File: src/rcld_defs.svh
// Overview of operation
// - cause register clears on read, pin, power-clear
// - watchdog reset sets bit 4, low-voltage holds
// - low-voltage reset sets bit 0, watchdog holds
// - other cause bits read zero, read-only
// - internal reset while power-clear comparator low
// - power-clear reset clears cause register
// - enable bit 7 starts comparator
// - mode bit 1: interrupt or reset
// - flag bit 0 shows low supply when enabled
// - flag bit 0 read-only, writes ignored
// - interrupt follows flag in interrupt mode
// - non-low-voltage resets clear control register
// - low-voltage reset keeps control register
// - control register takes bit and byte writes
// - level select holds four-bit code, ten legal
// - level select kept by low-voltage reset only
`ifndef RCLD_DEFS_SVH
`define RCLD_DEFS_SVH
`define RCLD_ADDR_LVCTRL  16'hff50
`define RCLD_ADDR_LVLSEL  16'hff51
`define RCLD_ADDR_CAUSE   16'hff54
`define RCLD_BIT_ENABLE   7
`define RCLD_BIT_MODE     1
`define RCLD_BIT_FLAG     0
`define RCLD_BIT_WDFLAG   4
`define RCLD_BIT_LVFLAG   0
`define RCLD_RESET_VAL    8'h00
`define RCLD_LEVEL_MAX    4'h9
`define RCLD_SETTLE_US    200
`define RCLD_CLK_MHZ      10
`define RCLD_SETTLE_CYC   (`RCLD_SETTLE_US * `RCLD_CLK_MHZ)
`endif

File: src/rcld_pkg.sv
package rcld_pkg;
  typedef logic [7:0]  rcld_byte_t;
  typedef logic [15:0] rcld_addr_t;
  typedef logic [3:0]  rcld_level_t;
  typedef enum logic [2:0] {
    RCLD_SRC_PIN  = 3'b001,
    RCLD_SRC_WDOG = 3'b010,
    RCLD_SRC_LOWV = 3'b100
  } rcld_src_t;
endpackage

File: src/rcld_sync3.sv
`timescale 1ns/1ps
module rcld_sync3 #(
  parameter int WIDTH = 1
) (
  // clock and reset
  input  wire logic             ref_clk,
  input  wire logic             reset,
  // data
  input  wire logic [WIDTH-1:0] asyncIn,
  output logic      [WIDTH-1:0] syncOut
);
  logic [WIDTH-1:0] s1_q;
  logic [WIDTH-1:0] s2_q;
  logic [WIDTH-1:0] s3_q;
  // a bit moves only when stages two and three agree
  genvar i;
  generate
    for (i = 0; i < WIDTH; i++) begin : g_bit
      always_ff @(posedge ref_clk or posedge reset) begin
        if (reset) begin
          s1_q[i]    <= 1'b1;
          s2_q[i]    <= 1'b1;
          s3_q[i]    <= 1'b1;
          syncOut[i] <= 1'b1;
        end else begin
          s1_q[i] <= asyncIn[i];
          s2_q[i] <= s1_q[i];
          s3_q[i] <= s2_q[i];
          if (s2_q[i] == s3_q[i]) begin
            syncOut[i] <= s3_q[i];
          end
        end
      end
    end
  endgenerate
endmodule

File: src/rcld_cause.sv
`timescale 1ns/1ps
`include "rcld_defs.svh"
module rcld_cause (
  // clock and reset
  input  wire logic            ref_clk,
  input  wire logic            reset,
  // events
  input  wire logic            clearAll,
  input  wire logic            wdogEvent,
  input  wire logic            lowvEvent,
  input  wire logic            readClear,
  // state
  output rcld_pkg::rcld_byte_t causeValue
);
  import rcld_pkg::*;
  logic wdFlag_q;
  logic lvFlag_q;
  logic wdFlag_d;
  logic lvFlag_d;
  // a new cause in the read cycle wins over the read clear
  assign wdFlag_d = wdogEvent | (wdFlag_q & ~readClear & ~clearAll);
  assign lvFlag_d = lowvEvent | (lvFlag_q & ~readClear & ~clearAll);
  always_ff @(posedge ref_clk or posedge reset) begin
    if (reset) begin
      wdFlag_q <= 1'b0;
      lvFlag_q <= 1'b0;
    end else begin
      wdFlag_q <= wdFlag_d;
      lvFlag_q <= lvFlag_d;
    end
  end
  always_comb begin
    causeValue = `RCLD_RESET_VAL;
    causeValue[`RCLD_BIT_WDFLAG] = wdFlag_q;
    causeValue[`RCLD_BIT_LVFLAG] = lvFlag_q;
  end
  a_wd_sets: assert property (@(posedge ref_clk) disable iff (reset)
    wdogEvent |=> wdFlag_q) else $error("watchdog flag not set");
  a_lv_sets: assert property (@(posedge ref_clk) disable iff (reset)
    lowvEvent |=> lvFlag_q) else $error("lowvolt flag not set");
  a_read_clr: assert property (@(posedge ref_clk) disable iff (reset)
    (readClear && !wdogEvent) |=> !wdFlag_q)
    else $error("read did not clear");
  a_pin_clr: assert property (@(posedge ref_clk) disable iff (reset)
    (clearAll && !lowvEvent && !wdogEvent) |=> causeValue == 8'h00)
    else $error("clear did not clear");
endmodule

File: src/rcld_top.sv
`timescale 1ns/1ps
`include "rcld_defs.svh"
module rcld_top (
  // clock and power-clear reset
  input  wire logic               ref_clk,
  input  wire logic               reset,
  // reset sources and comparators, asynchronous levels
  input  wire logic               extResetPin,
  input  wire logic               watchdogReset,
  input  wire logic               powerClearOk,
  input  wire logic               supplyAboveLevel,
  // internal bus, byte wide
  input  wire rcld_pkg::rcld_addr_t busAddr,
  input  wire rcld_pkg::rcld_byte_t busWdata,
  input  wire logic               busWrite,
  input  wire logic               busRead,
  input  wire logic               busBitWrite,
  input  wire logic [2:0]         busBitIndex,
  output rcld_pkg::rcld_byte_t    busRdata,
  // comparator control and events
  output logic                    comparatorOn,
  output rcld_pkg::rcld_level_t   levelCode,
  output logic                    lowvoltInterrupt,
  output logic                    internalReset
);
  import rcld_pkg::*;
  logic [3:0] syncRaw;
  logic [3:0] syncVal;
  logic       pinLow;
  logic       wdogLvl;
  logic       powerOk;
  logic       supplyOk;
  logic       enable_q;
  logic       mode_q;
  logic       wdogSeen_q;
  rcld_level_t level_q;
  rcld_byte_t  rdata_d;
  rcld_byte_t  causeValue;
  logic        selCtrl;
  logic        selLevel;
  logic        selCause;
  logic        wrCtrl;
  logic        wrLevel;
  logic        lowFlag;
  logic        lowvReset;
  logic        hardClear;
  logic        wdogEvent;
  logic        lowvEvent;
  logic        readClear;
  logic        ctrlEnable_d;
  logic        ctrlMode_d;

  // watchdog enters inverted so every stage presets to its idle level;
  // a preset of one on the raw request would fake a watchdog reset
  assign syncRaw = {supplyAboveLevel, powerClearOk, ~watchdogReset,
                    extResetPin};
  // pin input is active low reset, idles high
  rcld_sync3 #(.WIDTH(4)) u_sync (
    .ref_clk (ref_clk),
    .reset   (reset),
    .asyncIn (syncRaw),
    .syncOut (syncVal)
  );
  assign pinLow   = ~syncVal[0];
  assign wdogLvl  = ~syncVal[1];
  assign powerOk  = syncVal[2];
  assign supplyOk = syncVal[3];

  assign selCtrl  = busAddr == `RCLD_ADDR_LVCTRL;
  assign selLevel = busAddr == `RCLD_ADDR_LVLSEL;
  assign selCause = busAddr == `RCLD_ADDR_CAUSE;
  assign wrCtrl   = selCtrl & (busWrite | busBitWrite);
  assign wrLevel  = selLevel & busWrite;
  // byte reads only clear; a bit read would lose the other flag
  assign readClear = selCause & busRead;

  // flag is forced low while comparator is off
  assign lowFlag = enable_q & ~supplyOk;
  assign lowvReset = enable_q & mode_q & ~supplyOk;
  // pin and power-clear wipe everything; watchdog wipes control and level, not the cause flags
  assign hardClear = pinLow | ~powerOk;
  assign wdogEvent = wdogLvl & ~wdogSeen_q;
  assign lowvEvent = lowvReset;

  // bit writes to the flag position fall through untouched
  always_comb begin
    ctrlEnable_d = enable_q;
    ctrlMode_d   = mode_q;
    if (busWrite) begin
      ctrlEnable_d = busWdata[`RCLD_BIT_ENABLE];
      ctrlMode_d   = busWdata[`RCLD_BIT_MODE];
    end else if (busBitIndex == 3'(`RCLD_BIT_ENABLE)) begin
      ctrlEnable_d = busWdata[0];
    end else if (busBitIndex == 3'(`RCLD_BIT_MODE)) begin
      ctrlMode_d = busWdata[0];
    end
  end

  always_ff @(posedge ref_clk or posedge reset) begin
    if (reset) begin
      enable_q   <= 1'b0;
      mode_q     <= 1'b0;
      level_q    <= 4'h0;
      wdogSeen_q <= 1'b0;
    end else if (hardClear || wdogEvent) begin
      enable_q   <= 1'b0;
      mode_q     <= 1'b0;
      level_q    <= 4'h0;
      wdogSeen_q <= wdogLvl;
    end else begin
      wdogSeen_q <= wdogLvl;
      if (wrCtrl) begin
        enable_q <= ctrlEnable_d;
        mode_q   <= ctrlMode_d;
      end
      // prohibited codes are dropped, the old level stays
      if (wrLevel && busWdata[3:0] <= `RCLD_LEVEL_MAX) begin
        level_q <= busWdata[3:0];
      end
    end
  end

  rcld_cause u_cause (
    .ref_clk    (ref_clk),
    .reset      (reset),
    .clearAll   (hardClear),
    .wdogEvent  (wdogEvent),
    .lowvEvent  (lowvEvent),
    .readClear  (readClear),
    .causeValue (causeValue)
  );

  always_comb begin
    rdata_d = 8'h00;
    if (selCtrl) begin
      rdata_d[`RCLD_BIT_ENABLE] = enable_q;
      rdata_d[`RCLD_BIT_MODE]   = mode_q;
      rdata_d[`RCLD_BIT_FLAG]   = lowFlag;
    end else if (selLevel) begin
      rdata_d = {4'h0, level_q};
    end else if (selCause) begin
      rdata_d = causeValue;
    end
  end

  // low-voltage reset leaves control and level alone
  always_ff @(posedge ref_clk or posedge reset) begin
    if (reset) begin
      busRdata         <= 8'h00;
      comparatorOn     <= 1'b0;
      levelCode        <= 4'h0;
      lowvoltInterrupt <= 1'b0;
      internalReset    <= 1'b1;
    end else begin
      busRdata         <= rdata_d;
      comparatorOn     <= enable_q;
      levelCode        <= level_q;
      lowvoltInterrupt <= lowFlag & ~mode_q;
      internalReset    <= hardClear | wdogLvl | lowvReset;
    end
  end

  a_irq_follow: assert property (@(posedge ref_clk) disable iff (reset)
    (enable_q && !mode_q) |=> lowvoltInterrupt == $past(lowFlag))
    else $error("interrupt not following flag");
  a_reset_mode: assert property (@(posedge ref_clk) disable iff (reset)
    lowvReset |=> internalReset)
    else $error("lowvolt reset missing");
  a_flag_off: assert property (@(posedge ref_clk) disable iff (reset)
    (selCtrl && !enable_q) |=> !busRdata[`RCLD_BIT_FLAG])
    else $error("flag set while off");
  a_lv_keeps: assert property (@(posedge ref_clk) disable iff (reset)
    (lowvReset && !hardClear && !wdogEvent && !wrCtrl) |=>
    enable_q && mode_q) else $error("control lost");
  a_level_legal: assert property (@(posedge ref_clk) disable iff (reset)
    level_q <= 4'h9) else $error("illegal level code");
  a_poc_hold: assert property (@(posedge ref_clk) disable iff (reset)
    !powerOk |=> internalReset) else $error("power reset missing");
  c_lv_reset: cover property (@(posedge ref_clk) lowvReset);
  c_irq: cover property (@(posedge ref_clk) lowvoltInterrupt);
  c_wdog: cover property (@(posedge ref_clk) wdogEvent);
  c_read: cover property (@(posedge ref_clk) readClear && causeValue != 0);
endmodule

File: config.mk
export PLATFORM = sky130hd
export DESIGN_NAME = rcld_top
export DESIGN_NICKNAME = d
export VERILOG_FILES = /design/src/rcld_pkg.sv /design/src/rcld_sync3.sv /design/src/rcld_cause.sv /design/src/rcld_top.sv
export VERILOG_INCLUDE_DIRS = /design/src
export SDC_FILE = /design/constraint.sdc
export NUM_CORES = 1
export LEC_CHECK = 0
export BUFFER_PORTS_ARGS = -buffer_cell sky130_fd_sc_hd__buf_2
export CAP_MARGIN = 15
export CELL_PAD_IN_SITES_DETAIL_PLACEMENT = 1
export CELL_PAD_IN_SITES_GLOBAL_PLACEMENT = 1
export CORE_ASPECT_RATIO = 1.4
export CORE_MARGIN = 4
export CORE_UTILIZATION = 39
export DETAILED_ROUTE_END_ITERATION = 10
export PLACE_DENSITY_LB_ADDON = 0.25
export SYNTH_ARGS = -nofsm -noshare
export SYNTH_HDL_FRONTEND = slang
export SYNTH_HIERARCHICAL = 1
export SYNTH_SLANG_ARGS = --single-unit
File: constraint.sdc
create_clock -name ref_clk -period 1.8 [get_ports ref_clk]
set_input_delay 0.18 -clock ref_clk [delete_from_list [all_inputs] [get_ports ref_clk]]
set_output_delay 0.18 -clock ref_clk [all_outputs]
set_load 0.005 [all_outputs]
# Word-level counts from Yosys, hierarchy flattened
# Cells that the tools add are included.
# W data, S select, Z words.
# totals
ff_bits,40
input_bits,36
output_inout_bits,15
word_cells,89
# classes
order_cmp,1
n_eq_ne,10
n_mux,16
bitwise_logic,27
n_reduce_logical,8
# op_table
operator,count
$eq A16 B16 Y1 const B,3
$and A1 B1 Y1,12
$mux W1,10
$mux W5,2
$not A1 Y1,9
$mux W4,2
$mux W8,1
$or A1 B1 Y1,6
$reduce_bool A3 Y1,2
$eq A1 B1 Y1,4
$le A4 B4 Y1 const B,1
$reduce_bool A2 Y1,2
$eq A3 B1 Y1 const B,1
$eq A3 B3 Y1 const B,1
$ne A3 B2 Y1 const B,1
$reduce_and A3 Y1,1
$mux W2,1
$reduce_and A2 Y1,1
$logic_and A1 B1 Y1,1
$logic_or A1 B1 Y1,1

# Longest topological paths before layout
# Gate-level depths: netlist (run 1).
# logic_depth
ltp_word,6
mapped_depth,5
depth_no_buf,5

# Cells and area by module
# The synthesis (run 1) kept the hierarchy.
# modules_own_cells
mod,instances,cells_each,area_per_inst_um2
rcld_top,1,98,1038.5
rcld_sync3,1,21,469.2
rcld_cause,1,15,138.9

# Least setup slack after synthesis (run 1)
# No wires, ideal clock.
# synth_timing
path_kind,input port to flip-flop
startpoint,input port busAddr[1]
endpoint,register enable_q
setup_time_ns,0.127
t_arrival_ns,1.652
required_ns,1.673
slack_ns,0.021
stages,5
n_path_buf,1
path_cell_list,or4b_4 > or4_1 > buf_6 > nor4_2 > o21ai_1
# synth_via
elab_chain_len,4
# synth_lines
item,line_no,source
from (decl),rcld_top.sv:13,"input wire rcld_pkg::rcld_addr_t busAddr,"
$eq A16 B16 Y1 (no line),n/a,
$and A1 B1 Y1,rcld_top.sv:72,assign wrCtrl = selCtrl & (busWrite | busBitWrite);
$reduce_bool A2 Y1 (no line),n/a,
$reduce_and A2 Y1 (no line),n/a,
to (signal assigned),rcld_top.sv:113,enable_q <= ctrlEnable_d;
to (decl),rcld_top.sv:33,logic enable_q;
# Every way passes these cells.
# A chain may end at the register's enable or synchronous reset.

# Worst setup path in the final report (run 1)
# layout_timing
startpoint,input port busAddr[1]
endpoint,register busRdata[7]
# layout_via
elab_chain_len,2
# layout_lines
item,line_no,source
$eq A16 B16 Y1 (no line),n/a,
$mux W1,rcld_top.sv:135,if (selCtrl) begin
via rdata_d[7],rcld_top.sv:37,rcld_byte_t rdata_d;
to (signal assigned),rcld_top.sv:155,busRdata <= rdata_d;
to (decl),rcld_top.sv:19,"output rcld_pkg::rcld_byte_t busRdata,"
# The timed path passes the listed nets, and every way through them passes these cells.

==> flow_metrics.env, run 1 <==
export IMPL_yosys_warnings=6
export IMPL_r2r_cells=5
export IMPL_grt_pass1_wl_mm=6.18
export IMPL_path_buf_inv=3
export IMPL_power_density_nw_per_um2=842
export IMPL_grt_overflow=0
export IMPL_grt_use_met1_pct=14.5
export IMPL_num_fill_cells=456
export IMPL_fin_nets=229
export IMPL_core_area_um2=4020
export IMPL_crit_required_ns=1.98
export IMPL_io_buffers=47
export IMPL_cp_endpoint="busRdata[7]$_DFF_PP0_"
export IMPL_finalNonFillerCells=237
export IMPL_grtUsageMet2_pct=28.4
export IMPL_post_synth_num_cell_types=43
export IMPL_crit_path_start_kind="input pin"
export IMPL_final_layout_size_suffix_gt1_share_pct=45.4
export IMPL_crit_fanout=7
export IMPL_timing_rr_start="u_sync/syncOut[1]$_DFFE_PP1N_"
export IMPL_synth_most_common_cell="dfrtp_1"
export IMPL_arrival_ns=1.89
export IMPL_drt_iter0_markers=24
export IMPL_grt_pass1_vias=1344
export IMPL_ant_nets=0
export IMPL_setup_viol=0
export IMPL_post_place_cells=224
export IMPL_cts_buffers=5
export IMPL_slew_viol_final=0
export IMPL_ios=51
export IMPL_synth_seq_cells=40
export IMPL_ff2ff_setup_slack_ns=0.37
export IMPL_gp_congestion=0.753
export IMPL_clockBufferDepth=2
export IMPL_crit_type="in2reg"
export IMPL_hpwlAfterDp_mm=2.88
export IMPL_row_count=27
export IMPL_synth_largest_area_cell="dfrtp_1"
export IMPL_avgViaCountPerCell=4.89
export IMPL_worst_path_max_delay_cell="or4b_4"
export IMPL_drv_cap=0
export IMPL_vias=1158
export IMPL_synthCells=134
export IMPL_met3_usage_pct=4.24
export IMPL_crit_family="simple AND/OR/NAND/NOR gates"
export IMPL_seq_area_frac_synth_pct=62.1
export IMPL_synth_top_area_share_pct=35.0
export IMPL_dieArea_um2=5340
export IMPL_cp_end_kind="flop"
export IMPL_peakVddDrop_mv=0.603
export IMPL_fin_crit_ns=1.71
export IMPL_drt_total_wl_mm=3.59
export IMPL_fin_skew_ns=0.00753
export IMPL_rsz0062_at_grt="no"
export IMPL_path_cells="buf_2 > or4b_4 > or4_1 > buf_4 > buf_4 > nor3_1"
export IMPL_startpoint="busAddr[1]"
export IMPL_worstMarginPinSlew_ns=0.537
export IMPL_synth_avg_cell_area_um2=12.3
export IMPL_h_tree_depth=2
export IMPL_top_usage_layer="met2"
export IMPL_drc=0
export IMPL_first_pass_iters=3
export IMPL_antenna_found_initial=0
export IMPL_hp_class="in2reg"
export IMPL_clk_pin_slew_ns=0.08
export IMPL_synth_commonest_cells="dfrtp_1 (23), dfstp_2 (17), nand2_1 (14), buf_4 (8), nor2_1 (7)"
export IMPL_maxClockFrequency_ghz=0.585
export IMPL_slew_headroom_pct=64.2
export IMPL_synth_edf_count=0
export IMPL_cts_tree="done"
export IMPL_synth_area_um2=1650
export IMPL_utilization_pct=51.6
export IMPL_ys_flop_type="dfrtp_1"
export IMPL_grt_start_max_net_pins=23
export IMPL_die_y_um=84.9
export IMPL_crit_cells=6
export IMPL_die_width_um=62.9
export IMPL_synthArstFlopShare_pct=100
export IMPL_status="finished, final reports clean"
export IMPL_ys_top_cells_by_area="dfrtp_1 (35%), dfstp_2 (27%), mux2i_1 (3.6%)"
export IMPL_crit_path_max_incr_delay_ns=0.53
export IMPL_cts_sinks=40
export IMPL_cts_setup_buffers=0
export IMPL_root_buffer="clkbuf_8"
export IMPL_hold_viol_final=0
export IMPL_post_drt_wl_per_cell_um=15.1
export IMPL_worstReg2RegEnd="enable_q$_DFFE_PP0P_"
export IMPL_hold_path_depth=3
export IMPL_p_leak_nw=1.05
export IMPL_areaGrowthSynthToFinish_pct=26.0
export IMPL_n_antenna_cell=0
export IMPL_post_route_period_util_pct=94.9
export IMPL_clk_latency_ns=0.29
export IMPL_track_usage_pct=14.8
export IMPL_initial_utilization_pct=41.0
export IMPL_critPathMostFrequentCell="buf_4"
[routing by layer]
metal | wire, µm | part of all wire (%) | vias up
met5 | 0 | 0 | -
met1 | 1250 | 35 | 565
met2 | 2150 | 60 | 26
li1 | - | - | 563
met4 | 41 | 1.1 | 0
met3 | 137 | 3.8 | 4
[where the power goes]
| part | leakage (nW) | total [mW] | internal (mW) | switching [mW] |
|---|---|---|---|---|
| sequential | 0.497 | 0.967 | 0.948 | 0.0189 |
| combinational | 0.500 | 0.147 | 0.0713 | 0.0760 |
| clock | 0.0515 | 0.632 | 0.349 | 0.283 |
[worst min-delay path: stages]
cell and delay (ns):
buf_2 0.10, nand2_1 0.05, mux2i_1 0.06
[stage by stage]
step                      hold slack [ns]  power [mW]  TNS (ns)  setup WS [ns]  cell area, µm²
final                               0.137        1.75         0         0.0911            2070
after global routing                0.146        1.85         0         0.0874            2070
after CTS                           0.133        1.77         0          0.115            2070
after detailed placement           0.0571        1.12     -1.42         -0.188            1920
after global placement             0.0576        1.12    -0.894         -0.112            1920
after floorplan                   -0.0788        1.07         0         0.0213            1670
[cells by family after synthesis]
logic type	count (synthesis)	synth area share [%]
simple gates	47	17.1
flops	40	62.1
compound gates	19	8.05
buf+inv	17	6.16
mux	6	3.65
fa+ha+maj	4	2.74
other cells	1	0.228
[cells in the final DEF (no fill, tap or decap), drive strengths merged, types with 5 or more instances in the layout]
cell	Yosys	final
buf	9	54
conb	1	6
dfstp	17	17
dfrtp	23	23
clkbuf	3	8
nor2	9	9
dlygate4sd3	0	5
mux2i	6	6
inv	5	5
nand2	14	14
[worst min-delay path by stage]
| stage | startpoint | to |
|---|---|---|
| 3_3_place_gp | reset | u_cause/wdFlag_q$_DFF_PP0_ |
| 2_1_floorplan | reset | u_cause/lvFlag_q$_DFF_PP0_ |
| 3_5_place_dp | reset | u_cause/wdFlag_q$_DFF_PP0_ |
| 6_report | busWdata[2] | level_q[2]$_DFFE_PP0P_ |
| 4_1_cts | busWdata[2] | level_q[2]$_DFFE_PP0P_ |
| 5_1_grt | busWdata[2] | level_q[2]$_DFFE_PP0P_ |
[registers in the layout (all words and copies together), names as in the netlist]
register / cells
mode_q: 1
u_sync/s3_q: 4
u_cause/lvFlag_q: 1
enable_q: 1
u_sync/syncOut: 4
comparatorOn: 1
busRdata: 8
internalReset: 1
u_cause/wdFlag_q: 1
lowvoltInterrupt: 1
levelCode: 4
u_sync/s2_q: 4
u_sync/s1_q: 4
wdogSeen_q: 1
level_q: 4
[area by class of cell]
| cell class | instances | area [µm²] | area share, % |
|---|---|---|---|
| flip-flops and latches | 40 | 1020 | 49.3 |
| multi-input cells | 82 | 542 | 26.1 |
| repair buffers | 59 | 338 | 16.3 |
| clock buffers | 8 | 100 | 4.83 |
| well taps | 43 | 53.8 | 2.59 |
| inverters | 5 | 18.8 | 0.905 |
[what timing repair did]
action	CTS	global route
endpoints found under the hold margin	27	0
gates resized for setup	0	0
hold buffers	5	0
Note: power is estimated with default switching activity, not from simulation.
==> inputs of run 2 (changes only) <==
- RECOVER_POWER: unset -> 100
==> flow_metrics.env, run 2 (synthesis results as in run 1) <==
export IMPL_status="finished, final reports clean"
export IMPL_cts_tree="done"
export IMPL_areaGrowthSynthToFinish_pct=23.6
export IMPL_arrival_ns=1.89
export IMPL_r2r_cells=5
export IMPL_dpl_worst_slack_ns=-0.188
export IMPL_vias=1163
export IMPL_power_share_clock_pct=36.3
export IMPL_cts_setup_buffers=0
export IMPL_h_tree_depth=2
export IMPL_core_area_um2=4020
export IMPL_rsz0062_at_grt="no"
export IMPL_fin_crit_ns=1.71
export IMPL_ios=51
export IMPL_worstMarginPinSlew_ns=0.540
export IMPL_maxClockFrequency_ghz=0.586
export IMPL_power_switching_mw=0.375
export IMPL_slew_viol_final=0
export IMPL_stdcell_area_um2=2030
export IMPL_final_layout_size_suffix_gt1_share_pct=34.0
export IMPL_clockBufferDepth=2
export IMPL_worst_slack_ns=0.0933
export IMPL_row_count=27
export IMPL_grt_pass1_wl_mm=6.18
export IMPL_crit_required_ns=1.98
export IMPL_ant_nets=0
export IMPL_mostFrequentLayoutCells="buf_2 (38), dfrtp_1 (23), nand2_1 (14)"
export IMPL_drt_total_wl_mm=3.61
export IMPL_drt_iter0_markers=25
export IMPL_crit_fanout=7
export IMPL_clk_latency_ns=0.29
export IMPL_ff2ff_setup_slack_ns=0.33
export IMPL_initial_utilization_pct=41.0
export IMPL_slew_headroom_pct=64.0
export IMPL_p_comb_share_pct=8.2
export IMPL_first_pass_iters=4
export IMPL_die_y_um=84.9
export IMPL_power_density_nw_per_um2=853
export IMPL_io_buffers=47
export IMPL_hp_class="in2reg"
export IMPL_antenna_found_initial=0
export IMPL_p_leak_nw=0.970
export IMPL_crit_path_start_kind="input pin"
export IMPL_startpoint="busAddr[1]"
export IMPL_cts_buffers=5
export IMPL_internal_power_mw=1.36
export IMPL_cp_endpoint="busRdata[7]$_DFF_PP0_"
export IMPL_peakVddDrop_mv=0.603
export IMPL_hold_viol_final=0
export IMPL_track_usage_pct=14.8
export IMPL_cts_sinks=40
export IMPL_hpwlAfterDp_mm=2.88
export IMPL_avgViaCountPerCell=4.91
export IMPL_dieArea_um2=5340
export IMPL_place_area_um2=1920
export IMPL_drv_cap=0
export IMPL_fin_nets=229
export IMPL_clk_pin_slew_ns=0.08
export IMPL_drc=0
export IMPL_post_drt_wl_per_cell_um=15.2
export IMPL_root_buffer="clkbuf_8"
export IMPL_setup_viol=0
export IMPL_timing_rr_start="u_sync/syncOut[1]$_DFFE_PP1N_"
export IMPL_grt_overflow=0
export IMPL_worstReg2RegEnd="enable_q$_DFFE_PP0P_"
export IMPL_largest_reg_flops=8
export IMPL_switching_share_pct=21.6
export IMPL_grt_start_max_net_pins=23
export IMPL_fin_skew_ns=0.00771
export IMPL_crit_type="in2reg"
export IMPL_cp_end_kind="flop"
export IMPL_num_fill_cells=464
export IMPL_gp_congestion=0.753
export IMPL_top_register="busRdata"
export IMPL_final_common_cell="buf_2"
export IMPL_post_route_period_util_pct=94.8
export IMPL_die_width_um=62.9
export IMPL_grt_pass1_vias=1344
export IMPL_cts_resized_gates=0
export IMPL_p_seq_share_pct=55.5
export IMPL_n_antenna_cell=0
run 2: cell types whose count changed in the layout (fill, tap and decap cells not counted), moves of 3 or more:
cell      change
dfstp_1       +6
maj3_2        -3
clkbuf_1     +11
maj3_1        +3
buf_2         -9
buf_4         -4
dfstp_2       -6
run 2: per-stage QoR:
| stage | total power, mW | setup TNS [ns] | hold WS (ns) | instances | util (%) |
|---|---|---|---|---|---|
| 4_1_cts | 1.77 | 0 | 0.133 | 237 | 51.6 |
| 2_1_floorplan | 1.07 | 0 | -0.0788 | 139 | - |
| 5_1_grt | 1.84 | 0 | 0.146 | 237 | 50.6 |
| 3_5_place_dp | 1.12 | -1.42 | 0.0571 | 224 | 47.9 |
| 6_report | 1.74 | 0 | 0.137 | 237 | 50.6 |
| 3_3_place_gp | 1.12 | -0.894 | 0.0576 | 224 | 47.9 |
run 2: worst max-delay path, stage by stage:
cell and delay (ns):
buf_2 0.09, or4b_1 0.54, or4_1 0.52, buf_4 0.19, clkbuf_1 0.13, nor3_1 0.23
run 2: repair_timing:
action                     in CTS  in global routing
hold endpoints to repair       27                  0
hold buffers                    5                  0
setup endpoints to repair       0                  0
run 2: area by class of cell:
class	count	area, µm²	area share, %
Tap cell	43	53.8	2.64
Sequential cell	40	1020	50.2
Timing Repair Buffer	59	317	15.6
Clock buffer	8	100	4.92
Inverter	5	18.8	0.923
Multi-Input combinational cell	82	523	25.7
run 2: how the worst min path moves through the flow:
stage,start,cells after the start,to,slack [ns]
6_report,busWdata[2],3,level_q[2]$_DFFE_PP0P_,0.14
5_1_grt,busWdata[2],3,level_q[2]$_DFFE_PP0P_,0.15
4_1_cts,busWdata[2],3,level_q[2]$_DFFE_PP0P_,0.13
3_5_place_dp,reset,2,u_cause/wdFlag_q$_DFF_PP0_,0.06
3_3_place_gp,reset,2,u_cause/wdFlag_q$_DFF_PP0_,0.06
2_1_floorplan,reset,1,u_cause/lvFlag_q$_DFF_PP0_,-0.08
run 2: routing by layer:
| layer | GRT usage, % | up-vias | routed length, µm | share of wire (%) |
|---|---|---|---|---|
| met5 | 0 | - | 0 | 0 |
| met2 | 28.4 | 26 | 2150 | 59 |
| met4 | 6.02 | 0 | 41 | 1.1 |
| met1 | 14.5 | 568 | 1280 | 36 |
| li1 | - | 565 | - | - |
| met3 | 4.24 | 4 | 141 | 3.9 |
run 2: power by group through the flow:
stage	sequential [mW]	combinational [mW]	clock [mW]
after CTS	0.968	0.150	0.657
after floorplan	0.977	0.0894	0
after detailed placement	0.983	0.141	0
after global placement	0.981	0.134	0
final	0.963	0.142	0.630
after global routing	0.968	0.162	0.712
==> inputs of run 3 (changes only) <==
- CORE_UTILIZATION: 39 -> 40
- CTS_BUF_LIST: unset -> sky130_fd_sc_hd__clkbuf_4
==> flow_metrics.env, run 3 (synthesis results as in run 1) <==
export IMPL_status="finished, final reports clean"
export IMPL_grt_start_max_net_pins=17
export IMPL_cts_tree="done"
export IMPL_drv_cap=0
export IMPL_ant_nets=0
export IMPL_maxClockFrequency_ghz=0.612
export IMPL_drt_total_wl_mm=3.73
export IMPL_r2r_cells=4
export IMPL_fin_skew_ns=0.00973
export IMPL_top_register="busRdata"
export IMPL_ios=51
export IMPL_post_place_cells=224
export IMPL_die_width_um=62.2
export IMPL_h_tree_depth=2
export IMPL_p_comb_share_pct=9.3
export IMPL_arrival_ns=1.91
export IMPL_num_fill_cells=448
export IMPL_antenna_found_initial=0
export IMPL_fin_nets=229
export IMPL_rsz0062_at_grt="no"
export IMPL_areaGrowthSynthToFinish_pct=21.3
export IMPL_hold_path_depth=3
export IMPL_gp_congestion=0.764
export IMPL_grt_pass1_wl_mm=6.29
export IMPL_dieArea_um2=5220
export IMPL_peakVddDrop_mv=0.491
export IMPL_power_switching_mw=0.373
export IMPL_p_seq_share_pct=61.5
export IMPL_vias=1203
export IMPL_cts_buffers=5
export IMPL_core_area_um2=3950
export IMPL_worstMarginPinSlew_ns=0.620
export IMPL_final_common_cell="buf_2"
export IMPL_initial_utilization_pct=41.7
export IMPL_post_drt_wl_per_cell_um=15.8
export IMPL_switching_share_pct=23.8
export IMPL_utilization_pct=50.5
export IMPL_clk_pin_slew_ns=0.11
export IMPL_largest_reg_flops=8
export IMPL_cts_hold_buffers=5
export IMPL_cts_setup_buffers=0
export IMPL_crit_required_ns=2.08
export IMPL_track_usage_pct=15.3
export IMPL_hold_viol_final=0
export IMPL_grt_overflow=0
export IMPL_power_share_clock_pct=29.1
export IMPL_final_seq_area_um2=1020
export IMPL_power_density_nw_per_um2=784
export IMPL_drt_iter0_markers=32
export IMPL_cts_sinks=40
export IMPL_internal_power_mw=1.19
export IMPL_slew_headroom_pct=58.7
export IMPL_finalNonFillerCells=237
export IMPL_row_count=27
export IMPL_crit_type="in2reg"
export IMPL_crit_fanout=9
export IMPL_grt_pass1_vias=1328
export IMPL_p_leak_nw=0.987
export IMPL_hp_class="in2reg"
export IMPL_avgViaCountPerCell=5.08
export IMPL_fin_crit_ns=1.63
export IMPL_slew_viol_final=0
export IMPL_n_antenna_cell=0
export IMPL_root_buffer="clkbuf_4"
export IMPL_final_layout_size_suffix_gt1_share_pct=34.5
export IMPL_multi_input_area_um2=524
export IMPL_cts_resized_gates=0
export IMPL_setup_viol=0
export IMPL_cp_end_kind="flop"
export IMPL_post_route_period_util_pct=90.8
export IMPL_mostFrequentLayoutCells="buf_2 (40), dfrtp_1 (23), nand2_1 (14)"
export IMPL_die_y_um=83.9
export IMPL_clockBufferDepth=2
export IMPL_clk_latency_ns=0.35
export IMPL_io_buffers=47
export IMPL_total_power_mw=1.57
export IMPL_drc=0
export IMPL_crit_path_start_kind="input pin"
export IMPL_hpwlAfterDp_mm=2.91
export IMPL_first_pass_iters=4
-- run 3: cell type report --
type                       count  area share [%]
sequential                    40            51.2
tap                           43            2.69
timing repair buffer          59            16.1
inverter                       5           0.940
clock buffer                   7            2.63
clock inverter                 1           0.188
multi-input combinational     82            26.3
-- run 3: worst max-delay path, cell delays in order --
cell and delay (ns):
buf_2 0.09, or4b_1 0.54, or4_1 0.52, buf_4 0.20, nor2_8 0.15, mux2i_1 0.23
-- run 3: through the flow --
| step | hold WS, ns | setup TNS [ns] | setup WS (ns) | cell area (µm²) |
|---|---|---|---|---|
| 4_1_cts | 0.0581 | 0 | 0.184 | 2030 |
| 6_report | 0.0718 | 0 | 0.166 | 2000 |
| 5_1_grt | 0.0819 | 0 | 0.122 | 2000 |
| 2_1_floorplan | -0.0788 | 0 | 0.0213 | 1670 |
| 3_3_place_gp | 0.0561 | -0.850 | -0.122 | 1920 |
| 3_5_place_dp | 0.0656 | -1.21 | -0.207 | 1920 |
-- run 3: power by group through the flow --
stage | registers [mW] | logic [mW] | clock network (mW)
floorplan | 0.977 | 0.0894 | 0
global placement | 0.981 | 0.136 | 0
detailed placement | 0.982 | 0.144 | 0
CTS | 0.967 | 0.154 | 0.477
global route | 0.968 | 0.165 | 0.517
finish | 0.963 | 0.146 | 0.456
-- run 3: worst paths after layout --
kind                                               start                         end  slack (ns)
min in group asynchronous                          reset  u_cause/lvFlag_q$_DFF_PP0_        0.23
max reg2reg                u_sync/syncOut[1]$_DFFE_PP1N_          mode_q$_DFFE_PP0P_        0.34
min                                          busWdata[0]      level_q[0]$_DFFE_PP0P_        0.07
max                                           busAddr[1]      level_q[2]$_DFFE_PP0P_        0.17
min reg2reg                     u_sync/s1_q[2]$_DFF_PP1_    u_sync/s2_q[2]$_DFF_PP1_        0.37
max in group asynchronous                          reset       busRdata[4]$_DFF_PP0_        0.51
-- run 3: metal layers --
layer | vias up | track usage (%) | wire length [µm]
li1 | 565 | - | -
met1 | 598 | 15.4 | 1340
met2 | 29 | 28.3 | 2150
met5 | - | 0 | 0
met4 | 0 | 7.30 | 81
met3 | 11 | 4.04 | 157
